--- config.mk ---
export PLATFORM = sky130hd
export DESIGN_NAME = fpex_unit
export DESIGN_NICKNAME = d
export VERILOG_FILES = /design/src/design/fpex_unit.v /design/src/design/fpex_image_calc.v /design/src/design/fpex_pending.v
export VERILOG_INCLUDE_DIRS = /design/src /design/src/design
export SDC_FILE = /design/constraint.sdc
export NUM_CORES = 1
export LEC_CHECK = 0
export BUFFER_PORTS_ARGS = -buffer_cell sky130_fd_sc_hd__buf_2
export CAP_MARGIN = 15
export CORE_ASPECT_RATIO = 0.7
export CORE_MARGIN = 5
export CORE_UTILIZATION = 51
export DETAILED_ROUTE_END_ITERATION = 6
export PLACE_DENSITY = 0.84
export REMOVE_ABC_BUFFERS = 1
export SLEW_MARGIN = 5
export SYNTH_ARGS = -nofsm -noshare
export SYNTH_HDL_FRONTEND = slang
export SYNTH_SLANG_ARGS = --single-unit
export TNS_END_PERCENT = 5
--- constraint.sdc ---
create_clock -name core_clk -period 2 [get_ports core_clk]
set_input_delay 0.3 -clock core_clk [delete_from_list [all_inputs] [get_ports core_clk]]
set_output_delay 0.3 -clock core_clk [all_outputs]
set_load 0.02 [all_outputs]
--- src/design/fpex_defines.vh ---
// Constants for the floating-point exception signalling block.
// Assumes inclusion by bare name from the design files; definitions only.
`ifndef FPEX_DEFINES_VH
`define FPEX_DEFINES_VH
// Register offsets on the plain register port.
`define FPEX_ADDR_CTRL 4'h0
`define FPEX_ADDR_STATUS 4'h1
`define FPEX_ADDR_MASK 4'h2
`define FPEX_ADDR_CAUSE 4'h3
`define FPEX_ADDR_IMAGE 4'h4
// Control register zero fields.
`define FPEX_CTRL_TASKSW_BIT 3
`define FPEX_CTRL_NATIVE_BIT 5
`define FPEX_CTRL_RESET 8'h00
// Exception flags are six bits wide.
`define FPEX_FLAG_W 6
`define FPEX_MASK_RESET 6'h3F
// Operation codes on the instruction port.
`define FPEX_OP_ARITH 3'h0
`define FPEX_OP_WAIT 3'h1
`define FPEX_OP_NWSAVE 3'h2
`define FPEX_OP_SAVE 3'h3
`define FPEX_OP_RESTORE 3'h4
`define FPEX_OP_XSAVE 3'h5
`define FPEX_OP_XRESTORE 3'h6
`define FPEX_OP_NOWAIT 3'h7
// Outcome codes.
`define FPEX_RES_DONE 2'h0
`define FPEX_RES_UNAVAIL 2'h1
`define FPEX_RES_NUMERIC 2'h2
`define FPEX_RES_ALIGN 2'h3
// Vector numbers.
`define FPEX_VEC_UNAVAIL 8'h07
`define FPEX_VEC_NUMERIC 8'h10
`define FPEX_VEC_GP 8'h0D
// State image sizes in bytes.
`define FPEX_IMG_LEGACY16 10'h05E
`define FPEX_IMG_LEGACY32 10'h06C
`define FPEX_IMG_EXT 10'h200
`define FPEX_EXT_ALIGN_MASK 32'h0000000F
`endif

--- src/design/fpex_unit.v ---
// Floating-point exception signalling: pending flags, error output, vectors,
// and state image control for the save and restore instructions.
// Assumes the core presents one instruction per op_valid pulse and accepts
// the one-cycle outcome on res_valid; registers sit on a plain strobe port.
//
// Functional notes
// - Device-unavailable fault wins over a pending numeric exception, which stays pending.
// - A pending exception at the start of a no-wait legacy save pulses the error output.
// - Legacy restore reloads pending flags, so the next instruction raises the exception.
// - Legacy image is 94 bytes in 16-bit mode, 108 bytes in 32-bit mode.
// - Extended image is 512 bytes holding floating-point and SIMD state.
// - Extended image must be 16-byte aligned; otherwise an exception is raised.
// - Extended image uses a different tag format and field lengths.
// - Legacy save reinitialises the unit; extended save leaves it unchanged.
// - An unmasked exception is recorded and drives the error line active.
// - Error is taken before the next waiting or floating instruction, vector 16.
// - No-wait instructions run without the exception; it stays pending, except that the no-wait save clears it.
// - Native error mode bit, control bit 5, selects internal native reporting.
// - Native mode raises vector 16 internally before the next waiting instruction.
// - The error output follows unmasked exceptions whatever the native mode bit.
// - In native mode no no-wait instruction, including the save, raises vector 16.
// - Native reporting uses no external delay; the vector is raised in-line.
// - Multiprocessor configurations report floating exceptions only in native mode.
// - With the task-switched flag set, any instruction but the wait op faults first.
//
// Added by the designer: the address-and-strobe port and the placing of the registers.
`include "fpex_defines.vh"
module fpex_unit (
  input wire core_clk,
  input wire rst_n,
  input wire multi_proc,
  input wire op_valid,
  input wire [2:0] op,
  input wire op32,
  input wire [31:0] op_addr,
  input wire [5:0] exc_flags,
  input wire exc_valid,
  input wire [3:0] reg_addr,
  input wire [7:0] reg_wdata,
  input wire reg_wr,
  input wire reg_rd,
  output reg [7:0] reg_rdata,
  output reg fpu_error_output,
  output reg res_valid,
  output reg [1:0] res_code,
  output reg [7:0] res_vector,
  output reg [9:0] img_size,
  output reg img_ext_format,
  output reg fpu_reinit,
  output reg native_mode
);
  reg [7:0] control_register_zero;
  reg [5:0] exc_mask;
  reg [1:0] last_cause;
  reg [9:0] last_size;
  reg [5:0] next_set;
  reg next_clear_all;
  reg next_load_en;
  reg [1:0] next_code;
  reg [7:0] next_vector;
  reg next_reinit;
  reg next_nowait_pulse;
  wire [5:0] pend_flags;
  wire [9:0] calc_size;
  wire calc_misaligned;
  wire calc_legacy;
  wire calc_ext;
  wire task_switched_flag;
  wire native_error_mode_bit;
  wire unmasked_pending;
  wire waiting_op;
  wire sw_clear_en;

  assign task_switched_flag = control_register_zero[`FPEX_CTRL_TASKSW_BIT];
  assign native_error_mode_bit = control_register_zero[`FPEX_CTRL_NATIVE_BIT] | multi_proc;
  assign unmasked_pending = |(pend_flags & ~exc_mask);
  // No-wait forms are the plain no-wait op and the no-wait legacy save.
  assign waiting_op = (op != `FPEX_OP_NOWAIT) && (op != `FPEX_OP_NWSAVE);
  assign sw_clear_en = reg_wr && (reg_addr == `FPEX_ADDR_STATUS);

  // Image size and alignment for the current instruction.
  fpex_image_calc u_calc (
    .op(op),
    .op32(op32),
    .addr(op_addr),
    .size(calc_size),
    .misaligned(calc_misaligned),
    .is_legacy_img(calc_legacy),
    .is_ext_img(calc_ext)
  );

  // Pending flag storage; legacy restore reloads flags from the image word.
  fpex_pending u_pend (
    .core_clk(core_clk),
    .rst_n(rst_n),
    .set_flags(next_set),
    .clear_all(next_clear_all),
    .load_en(next_load_en),
    .load_flags(op_addr[31:26]),
    .sw_clear_en(sw_clear_en),
    .sw_clear(reg_wdata[5:0]),
    .flags(pend_flags)
  );

  // Instruction outcome decision, evaluated when the core issues one.
  always @* begin
    next_set = exc_valid ? exc_flags : 6'h00;
    next_clear_all = 1'b0;
    next_load_en = 1'b0;
    next_code = `FPEX_RES_DONE;
    next_vector = 8'h00;
    next_reinit = 1'b0;
    next_nowait_pulse = 1'b0;
    if (op_valid) begin
      if (task_switched_flag && op != `FPEX_OP_WAIT) begin
        next_code = `FPEX_RES_UNAVAIL;
        next_vector = `FPEX_VEC_UNAVAIL;
      end else if (unmasked_pending && waiting_op) begin
        next_code = `FPEX_RES_NUMERIC;
        next_vector = `FPEX_VEC_NUMERIC;
      end else if (calc_ext && calc_misaligned) begin
        next_code = `FPEX_RES_ALIGN;
        next_vector = `FPEX_VEC_GP;
      end else begin
        next_code = `FPEX_RES_DONE;
        case (op)
          `FPEX_OP_NWSAVE: begin
            next_nowait_pulse = unmasked_pending;
            next_reinit = 1'b1;
            next_clear_all = 1'b1;
          end
          `FPEX_OP_SAVE: begin
            next_reinit = 1'b1;
            next_clear_all = 1'b1;
          end
          `FPEX_OP_RESTORE: begin
            // pending flags reload from the image.
            next_load_en = 1'b1;
          end
          default: begin
            // extended save leaves the unit unchanged.
            next_reinit = 1'b0;
          end
        endcase
      end
    end
  end

  // Result and image outputs, one-cycle pulse per issued instruction.
  always @(posedge core_clk) begin
    if (!rst_n) begin
      res_valid <= 1'b0;
      res_code <= `FPEX_RES_DONE;
      res_vector <= 8'h00;
      img_size <= 10'h000;
      img_ext_format <= 1'b0;
      fpu_reinit <= 1'b0;
      last_cause <= `FPEX_RES_DONE;
      last_size <= 10'h000;
    end else begin
      res_valid <= op_valid;
      res_code <= next_code;
      res_vector <= next_vector;
      img_size <= op_valid ? calc_size : 10'h000;
      // extended tag format flag for the image writer.
      img_ext_format <= op_valid & calc_ext;
      fpu_reinit <= next_reinit;
      if (op_valid) begin
        last_cause <= next_code;
        // Image size is kept so software can read it after the one-cycle pulse.
        last_size <= calc_size;
      end
    end
  end

  // Error output: level while unmasked, plus pulse on no-wait save.
  always @(posedge core_clk) begin
    if (!rst_n) begin
      fpu_error_output <= 1'b0;
    end else begin
      fpu_error_output <= unmasked_pending | next_nowait_pulse | (|(next_set & ~exc_mask));
    end
  end

  // Register writes: control word and exception mask.
  always @(posedge core_clk) begin
    if (!rst_n) begin
      control_register_zero <= `FPEX_CTRL_RESET;
      exc_mask <= `FPEX_MASK_RESET;
    end else if (reg_wr) begin
      case (reg_addr)
        // native mode selected by bit 5.
        `FPEX_ADDR_CTRL: control_register_zero <= reg_wdata;
        `FPEX_ADDR_MASK: exc_mask <= reg_wdata[5:0];
        default: exc_mask <= exc_mask;
      endcase
    end
  end

  // Native mode status output and register read data.
  always @(posedge core_clk) begin
    if (!rst_n) begin
      native_mode <= 1'b0;
      reg_rdata <= 8'h00;
    end else begin
      native_mode <= native_error_mode_bit;
      if (reg_rd) begin
        case (reg_addr)
          `FPEX_ADDR_CTRL: reg_rdata <= control_register_zero;
          `FPEX_ADDR_STATUS: reg_rdata <= {unmasked_pending, 1'b0, pend_flags};
          `FPEX_ADDR_MASK: reg_rdata <= {2'b00, exc_mask};
          `FPEX_ADDR_CAUSE: reg_rdata <= {6'h00, last_cause};
          `FPEX_ADDR_IMAGE: reg_rdata <= last_size[9:2];
          default: reg_rdata <= 8'h00;
        endcase
      end else begin
        reg_rdata <= 8'h00;
      end
    end
  end
endmodule

--- src/design/fpex_image_calc.v ---
// Image size and alignment check for state save and restore operations.
// Assumes a byte address and operand size valid with the operation code.
`include "fpex_defines.vh"
module fpex_image_calc (
  input wire [2:0] op,
  input wire op32,
  input wire [31:0] addr,
  output reg [9:0] size,
  output reg misaligned,
  output reg is_legacy_img,
  output reg is_ext_img
);
  // Size selection and the alignment test for the extended image.
  always @* begin
    size = 10'h000;
    misaligned = 1'b0;
    is_legacy_img = 1'b0;
    is_ext_img = 1'b0;
    case (op)
      `FPEX_OP_NWSAVE, `FPEX_OP_SAVE, `FPEX_OP_RESTORE: begin
        size = op32 ? `FPEX_IMG_LEGACY32 : `FPEX_IMG_LEGACY16;
        is_legacy_img = 1'b1;
      end
      `FPEX_OP_XSAVE, `FPEX_OP_XRESTORE: begin
        size = `FPEX_IMG_EXT;
        is_ext_img = 1'b1;
        misaligned = |(addr & `FPEX_EXT_ALIGN_MASK);
      end
      default: begin
        size = 10'h000;
      end
    endcase
  end
endmodule

--- src/design/fpex_pending.v ---
// Pending exception flag store: sets from the arithmetic unit, loads on restore.
// Assumes single-cycle strobes from the sequencer in the top module.
`include "fpex_defines.vh"
module fpex_pending (
  input wire core_clk,
  input wire rst_n,
  input wire [5:0] set_flags,
  input wire clear_all,
  input wire load_en,
  input wire [5:0] load_flags,
  input wire sw_clear_en,
  input wire [5:0] sw_clear,
  output reg [5:0] flags
);
  wire [5:0] next_flags;
  genvar i;
  // Per-bit next value: set beats a load, and a load beats any clear in the same cycle.
  generate
    for (i = 0; i < `FPEX_FLAG_W; i = i + 1) begin : g_flag
      assign next_flags[i] = set_flags[i] |
        (load_en ? load_flags[i] : (flags[i] & ~(clear_all | (sw_clear_en & sw_clear[i]))));
    end
  endgenerate

  // One register for all flags, so each bit has a single driver.
  always @(posedge core_clk) begin
    if (!rst_n) begin
      flags <= 6'h00;
    end else begin
      flags <= next_flags;
    end
  end
endmodule

---- Word-level counts from Yosys, hierarchy flattened ----
Cells that the tools add are included.
storage, ports and cells
  flip-flop bits (word level) ............. 65
  output and inout port bits .............. 33
  word-level logic and storage cells ...... 119
operators by class
  equal/unequal tests ..................... 12
  multiplexer cells ....................... 34
  bitwise logic cells ..................... 39
  reduce and logical (&&, ||, !) cells .... 18
operators with widths
  cell                                                              number
  8-bit case mux with 5 select lines                                1
  1-bit two-way mux                                                 23
  10-bit case mux with 2 select lines                               1
  1-bit OR                                                          15
  1-bit AND                                                         13
  6-bit AND                                                         2
  6-bit two-way mux                                                 2
  6-bit OR reduction                                                2
  3-bit == test (second input constant)                             3
  4-bit by 2-bit == test with 1-bit output (second input constant)  2
  2-bit two-way mux                                                 4
  1-bit inverter                                                    8
  2-bit AND reduction                                               4
  4-bit OR reduction                                                2
  3-bit by 2-bit == test with 1-bit output (second input constant)  2
  6-bit inverter                                                    1
  3-bit OR reduction                                                2
  1-bit logical AND                                                 5
  5-bit two-way mux                                                 1
  4-bit by 1-bit == test with 1-bit output (second input constant)  1
  4-bit by 3-bit == test with 1-bit output (second input constant)  1
  4-bit zero test                                                   1
  4-bit two-way mux                                                 1
  2-bit OR reduction                                                2
  other kinds (4)                                                   4

---- Depth between registers and ports, before layout ----
  depth in word-level cells ............... 13
  mapped depth ............................ 5
  mapped depth without buffers ............ 5

---- Cells and area by module ----
A second synthesis with hierarchy kept.
unflattened totals
  cells, all modules ...................... 268
  area total of the unflattened synthesis .. 2611.3 µm²
modules (own cells, without submodules)
  module           times used  cells each  area an instance (µm²)
  fpex_unit        1           225         2215.9
  fpex_pending     1           25          272.8
  fpex_image_calc  1           18          122.6

---- Worst setup path before layout ----
OpenSTA, ideal clock, no wires.
  kind .................................... flip-flop to flip-flop
  start ................................... reg u_pend.flags[3]
  end ..................................... reg fpu_error_output
  library setup time ...................... 0.115 ns
  data arrival time ....................... 1.232 ns
  path slack .............................. 0.654 ns
  cell stages (with the launch flop) ...... 6
  buffers on the path ..................... 1
  clock period less this slack ............ 1.346 ns
  path through ............................ dfxtp_1 nor2b_1 a2111oi_4 buf_4 nand2_1 o21a_1
between the ends
  longest elaborated chain between the ends .. 9
  elaborated cells between the ends (all ways) .. 10
RTL lines
  what                      line               source
  from (decl)               fpex_pending.v:13  output reg [5:0] flags
  from (signal assigned)    fpex_pending.v:30  flags <= next_flags;
  6-bit AND *               fpex_unit.v:76     assign unmasked_pending = |(pend_flags & ~exc_mask);
  6-bit OR reduction *      fpex_unit.v:76
  1-bit two-way mux         fpex_unit.v:126    case (op)
  1-bit two-way mux         fpex_unit.v:121    end else if (calc_ext && calc_misaligned) begin
  1-bit two-way mux         fpex_unit.v:118    end else if (unmasked_pending && waiting_op) begin
  1-bit two-way mux         fpex_unit.v:115    if (task_switched_flag && op != `FPEX_OP_WAIT) begin
  1-bit two-way mux         fpex_unit.v:114    if (op_valid) begin
  1-bit OR * (2 in series)  fpex_unit.v:181    fpu_error_output <= unmasked_pending | next_nowait_pulse | (|(next_set & ~exc_mask));
  to (signal assigned)      fpex_unit.v:181
  to (decl)                 fpex_unit.v:43     output reg fpu_error_output,
Every way passes the cells marked *; elsewhere a longest branch is shown, timed or not.
A chain may end at the register's enable or synchronous reset.

---- Final worst setup path ----
  start ................................... reg u_pend.flags[3]
  end ..................................... reg u_pend.flags[4]
between the ends
  longest elaborated chain between the ends .. 11
  elaborated cells between the ends (all ways) .. 14
RTL lines
  what                  line               source
  6-bit AND *           fpex_unit.v:76
  6-bit OR reduction *  fpex_unit.v:76
  1-bit logical AND *   fpex_unit.v:118
  1-bit two-way mux     --
  1-bit two-way mux     fpex_unit.v:115
  1-bit two-way mux     fpex_unit.v:114
  1-bit OR              fpex_pending.v:21  (load_en ? load_flags[i] : (flags[i] & ~(clear_all | (sw_clear_en & sw_clear[i]))));
  1-bit inverter        fpex_pending.v:21
  1-bit AND             fpex_pending.v:21
  1-bit two-way mux *   fpex_pending.v:21
  1-bit OR *            fpex_pending.v:20  assign next_flags[i] = set_flags[i] |
Marks and branches as above.

==> out/results.tsv <==
stage	metric	value	unit
synthesis	synth_edf_count	0	
setup_path	rr_worst_depth	4	
sta	period_share	84.2	%
clock_network	cts_resized	0	
setup_path	cp_slowest_cell	a2111oi_4	
route	dr.first_iter.drc_count	179	
power_and_ir_drop	p_per_area	717	nW/um2
synthesis	synth_ff_type	dfxtp_1	
placed_design	io_buffers	65	
clock_network	cts_setup_buffers	0	
setup_path	endpoint	u_pend.flags[4]	
global_routing	track_usage	20.4	%
floorplan	ios	94	
sta	slew_viol_final	0	
synthesis	async_reset_ff_share	0	%
setup_path	worst_path_largest_cell_delay	0.57	ns
setup_path	r2r_slack	0.32	ns
route	vias	2095	
clock_network	cts-root-buf	clkbuf_8	
sta	worst_clock_skew	0.0139	ns
synthesis	synth_warnings	0	
placed_design	place_ws	0.369	ns
setup_path	crit_start	u_pend.flags[3]	
floorplan	fp-row-count	20	
synthesis	synth_cells	248	
power_and_ir_drop	power.total	1.91	mW
route	via_per_inst	5.74	
global_routing	overflow	0	
finish	antennaDiodeCount	0	
sta	setup_viol	0	
finish	nNetsFinal	370	
route	drc	0	
synthesis	synth_seq_cells	49	
global_routing	grt_max_degree	22	
setup_path	worstPathMaxFanout	8	
sta	whs	0.191	ns
synthesis	avgSynthCellArea	9.03	um2
power_and_ir_drop	p_sw	542	uW
run	maxCapViolCount	0	
setup_path	crit_type	flip-flop to flip-flop	
floorplan	start_util	52.0	%
route	first_pass_iters	5	
setup_path	cp_cell_sequence	nor2b_1, a2111oi_4, a31o_2, o211ai_1	
clock_network	clockBufferDepth	2	
power_and_ir_drop	pwr-share-clk	32.9	%
sta	setup_ws	0.316	ns
clock_network	cts_hold_buf	0	
clock_network	cts_tree	yes	
power_and_ir_drop	p_int	1.37	mW
global_routing	antenna_found_initial	0	
sta	rsz0062_at_grt	false	
setup_path	cp_data_required_time	2.19	ns
sta	hold_violations	0	
synthesis	yosysUniqueCellTypes	53	
power_and_ir_drop	peakVddDrop	0.449	mV
run_status	outcome	completed	
setup_path	r2r-end	u_pend.flags[4]	
clock_network	htreeDepth	2	
floorplan	die_area	5840	um2
floorplan	core	4300	um2
finish	syn_to_final_growth	18.9	%
power_and_ir_drop	swShare	28.4	%
setup_path	cp-end-kind	flip-flop	
setup_path	reg2reg_from	u_pend.flags[3]	
route	final_antenna_net_count	0	
sta	period_needed	1.68	ns
setup_path	critPathLaunchType	flip-flop	
power_and_ir_drop	leakage	1.22	nW
sta	setup_tns	0	ns
route	wl	5.73	mm
route	drt-wirelength-per-cell	15.7	um
clock_network	clk_latency	0.32	ns
synthesis	netlist_area	2240	um2
placed_design	dp_hpwl	4.40	mm
hold_path	hold_path_class	input port to flip-flop	
floorplan	dieWidth	89.2	um
setup_path	arrival	1.87	ns
sta	fmax	594	MHz
sta	worst_pin_slew	0.555	ns
power_and_ir_drop	comb_power_share	13.1	%
power_and_ir_drop	power_frac_seq	54.0	%
clock_network	cts.sinks	49	
synthesis	synth-seq-area-share	43.8	%
floorplan	die_y	65.4	um
clock_network	clkTransAtPathRegs	0.10	ns
finish	layout-drive-gt1-share	30.0	%
sta	slew-limit-headroom	63.0	%
global_routing	grt_pass1_wl	9.07	mm
clock_network	numCtsBuffers	5	
placed_design	gp_congestion	0.855	
global_routing	grt_pass1_vias	1906	
==> state kept, by name, summed over array words and instances, names as in the netlist, 2 cells and up <==
signal	flops
img_size	4
res_vector	4
control_register_zero	8
exc_mask	6
reg_rdata	8
last_cause	2
res_code	2
u_pend.flags	6
last_size	4
==> Yosys cell counts (5+ instances only) <==
cell type  instances  share of area, %
buf_4             12               4.0
nand4_1            6               1.7
o211ai_1           6               2.0
inv_1             10               1.7
nor2_1             9               1.5
clkbuf_1           5              0.84
dfxtp_1           49                44
a21oi_1           16               3.6
nand3_1           35               7.8
nand2_1           23               3.9
nor2b_1            6               1.7
==> placed cells by master (no fill, tap or decap), drive strengths merged, types with 3 or more instances in the layout <==
cell / instances
and3: 3
nand2: 24
a22oi: 5
dfxtp: 49
or4: 3
nand3: 35
nand4: 6
inv: 12
a21o: 4
o21ai: 3
nand2b: 4
mux2i: 4
conb: 6
buf: 71
nor2b: 6
nor2: 10
o211ai: 6
clkbuf: 5
a22o: 3
a21oi: 17
==> power groups by stage <==
stage                     registers (mW)  clock network (mW)  logic [mW]
final                               1.03               0.629       0.250
after floorplan                     1.06                   0       0.111
after detailed placement            1.05                   0       0.246
after global placement              1.05                   0       0.241
after CTS                           1.03               0.635       0.247
after global routing                1.03               0.685       0.273
==> critical path, delay by kind of cell, from the launching register on <==
| family | cells | cell delay, ns |
|---|---|---|
| AO/OA/AOI/OAI | 3 | 1.04 |
| AND/OR/NAND/NOR | 1 | 0.16 |
| flip-flops | 1 | 0.35 |
==> per-layer routing <==
layer  GRT usage (%)  up-vias  routed length, um
met2            29.2      118               2400
met3            6.52       11                694
met1            29.3      973               2570
met4            5.76        0                 68
met5               0        -                  0
li1                -      993                  -
==> through the flow <==
stage          area [um2]  std cells  util (%)
6_report             2660        365      61.8
4_1_cts              2660        365      61.8
3_3_place_gp         2560        357      59.6
2_1_floorplan        2120        231         -
5_1_grt              2660        365      61.8
3_5_place_dp         2560        357      59.6
==> final cells by class <==
type,count,area [um2]
Clock buffer,5,68.8
Clock inverter,3,28.8
Fill cell,389,1640
Inverter,10,37.5
Multi-Input combinational cell,172,1110
Sequential cell,49,981
Tap cell,55,68.8
Timing Repair Buffer,71,370
==> cell families after synthesis <==
family                    share of synthesized area, %
and+or+nand+nor                                   27.0
buffers and inverters                             7.60
xor gates and xnor gates                         0.783
other                                            0.168
AOI/OAI and AO/OA                                 16.8
DFF                                               43.8
muxes                                             3.80
==> worst min-delay path by stage <==
stage	end	startpoint	depth (start not counted)
after floorplan	exc_mask[0]	rst_n	1
after global placement	control_register_zero[6]	control_register_zero[6]	2
after detailed placement	control_register_zero[6]	control_register_zero[6]	2
after CTS	native_mode	multi_proc	3
after global routing	native_mode	multi_proc	3
final	native_mode	multi_proc	3
(Power assumes the default switching activity.)
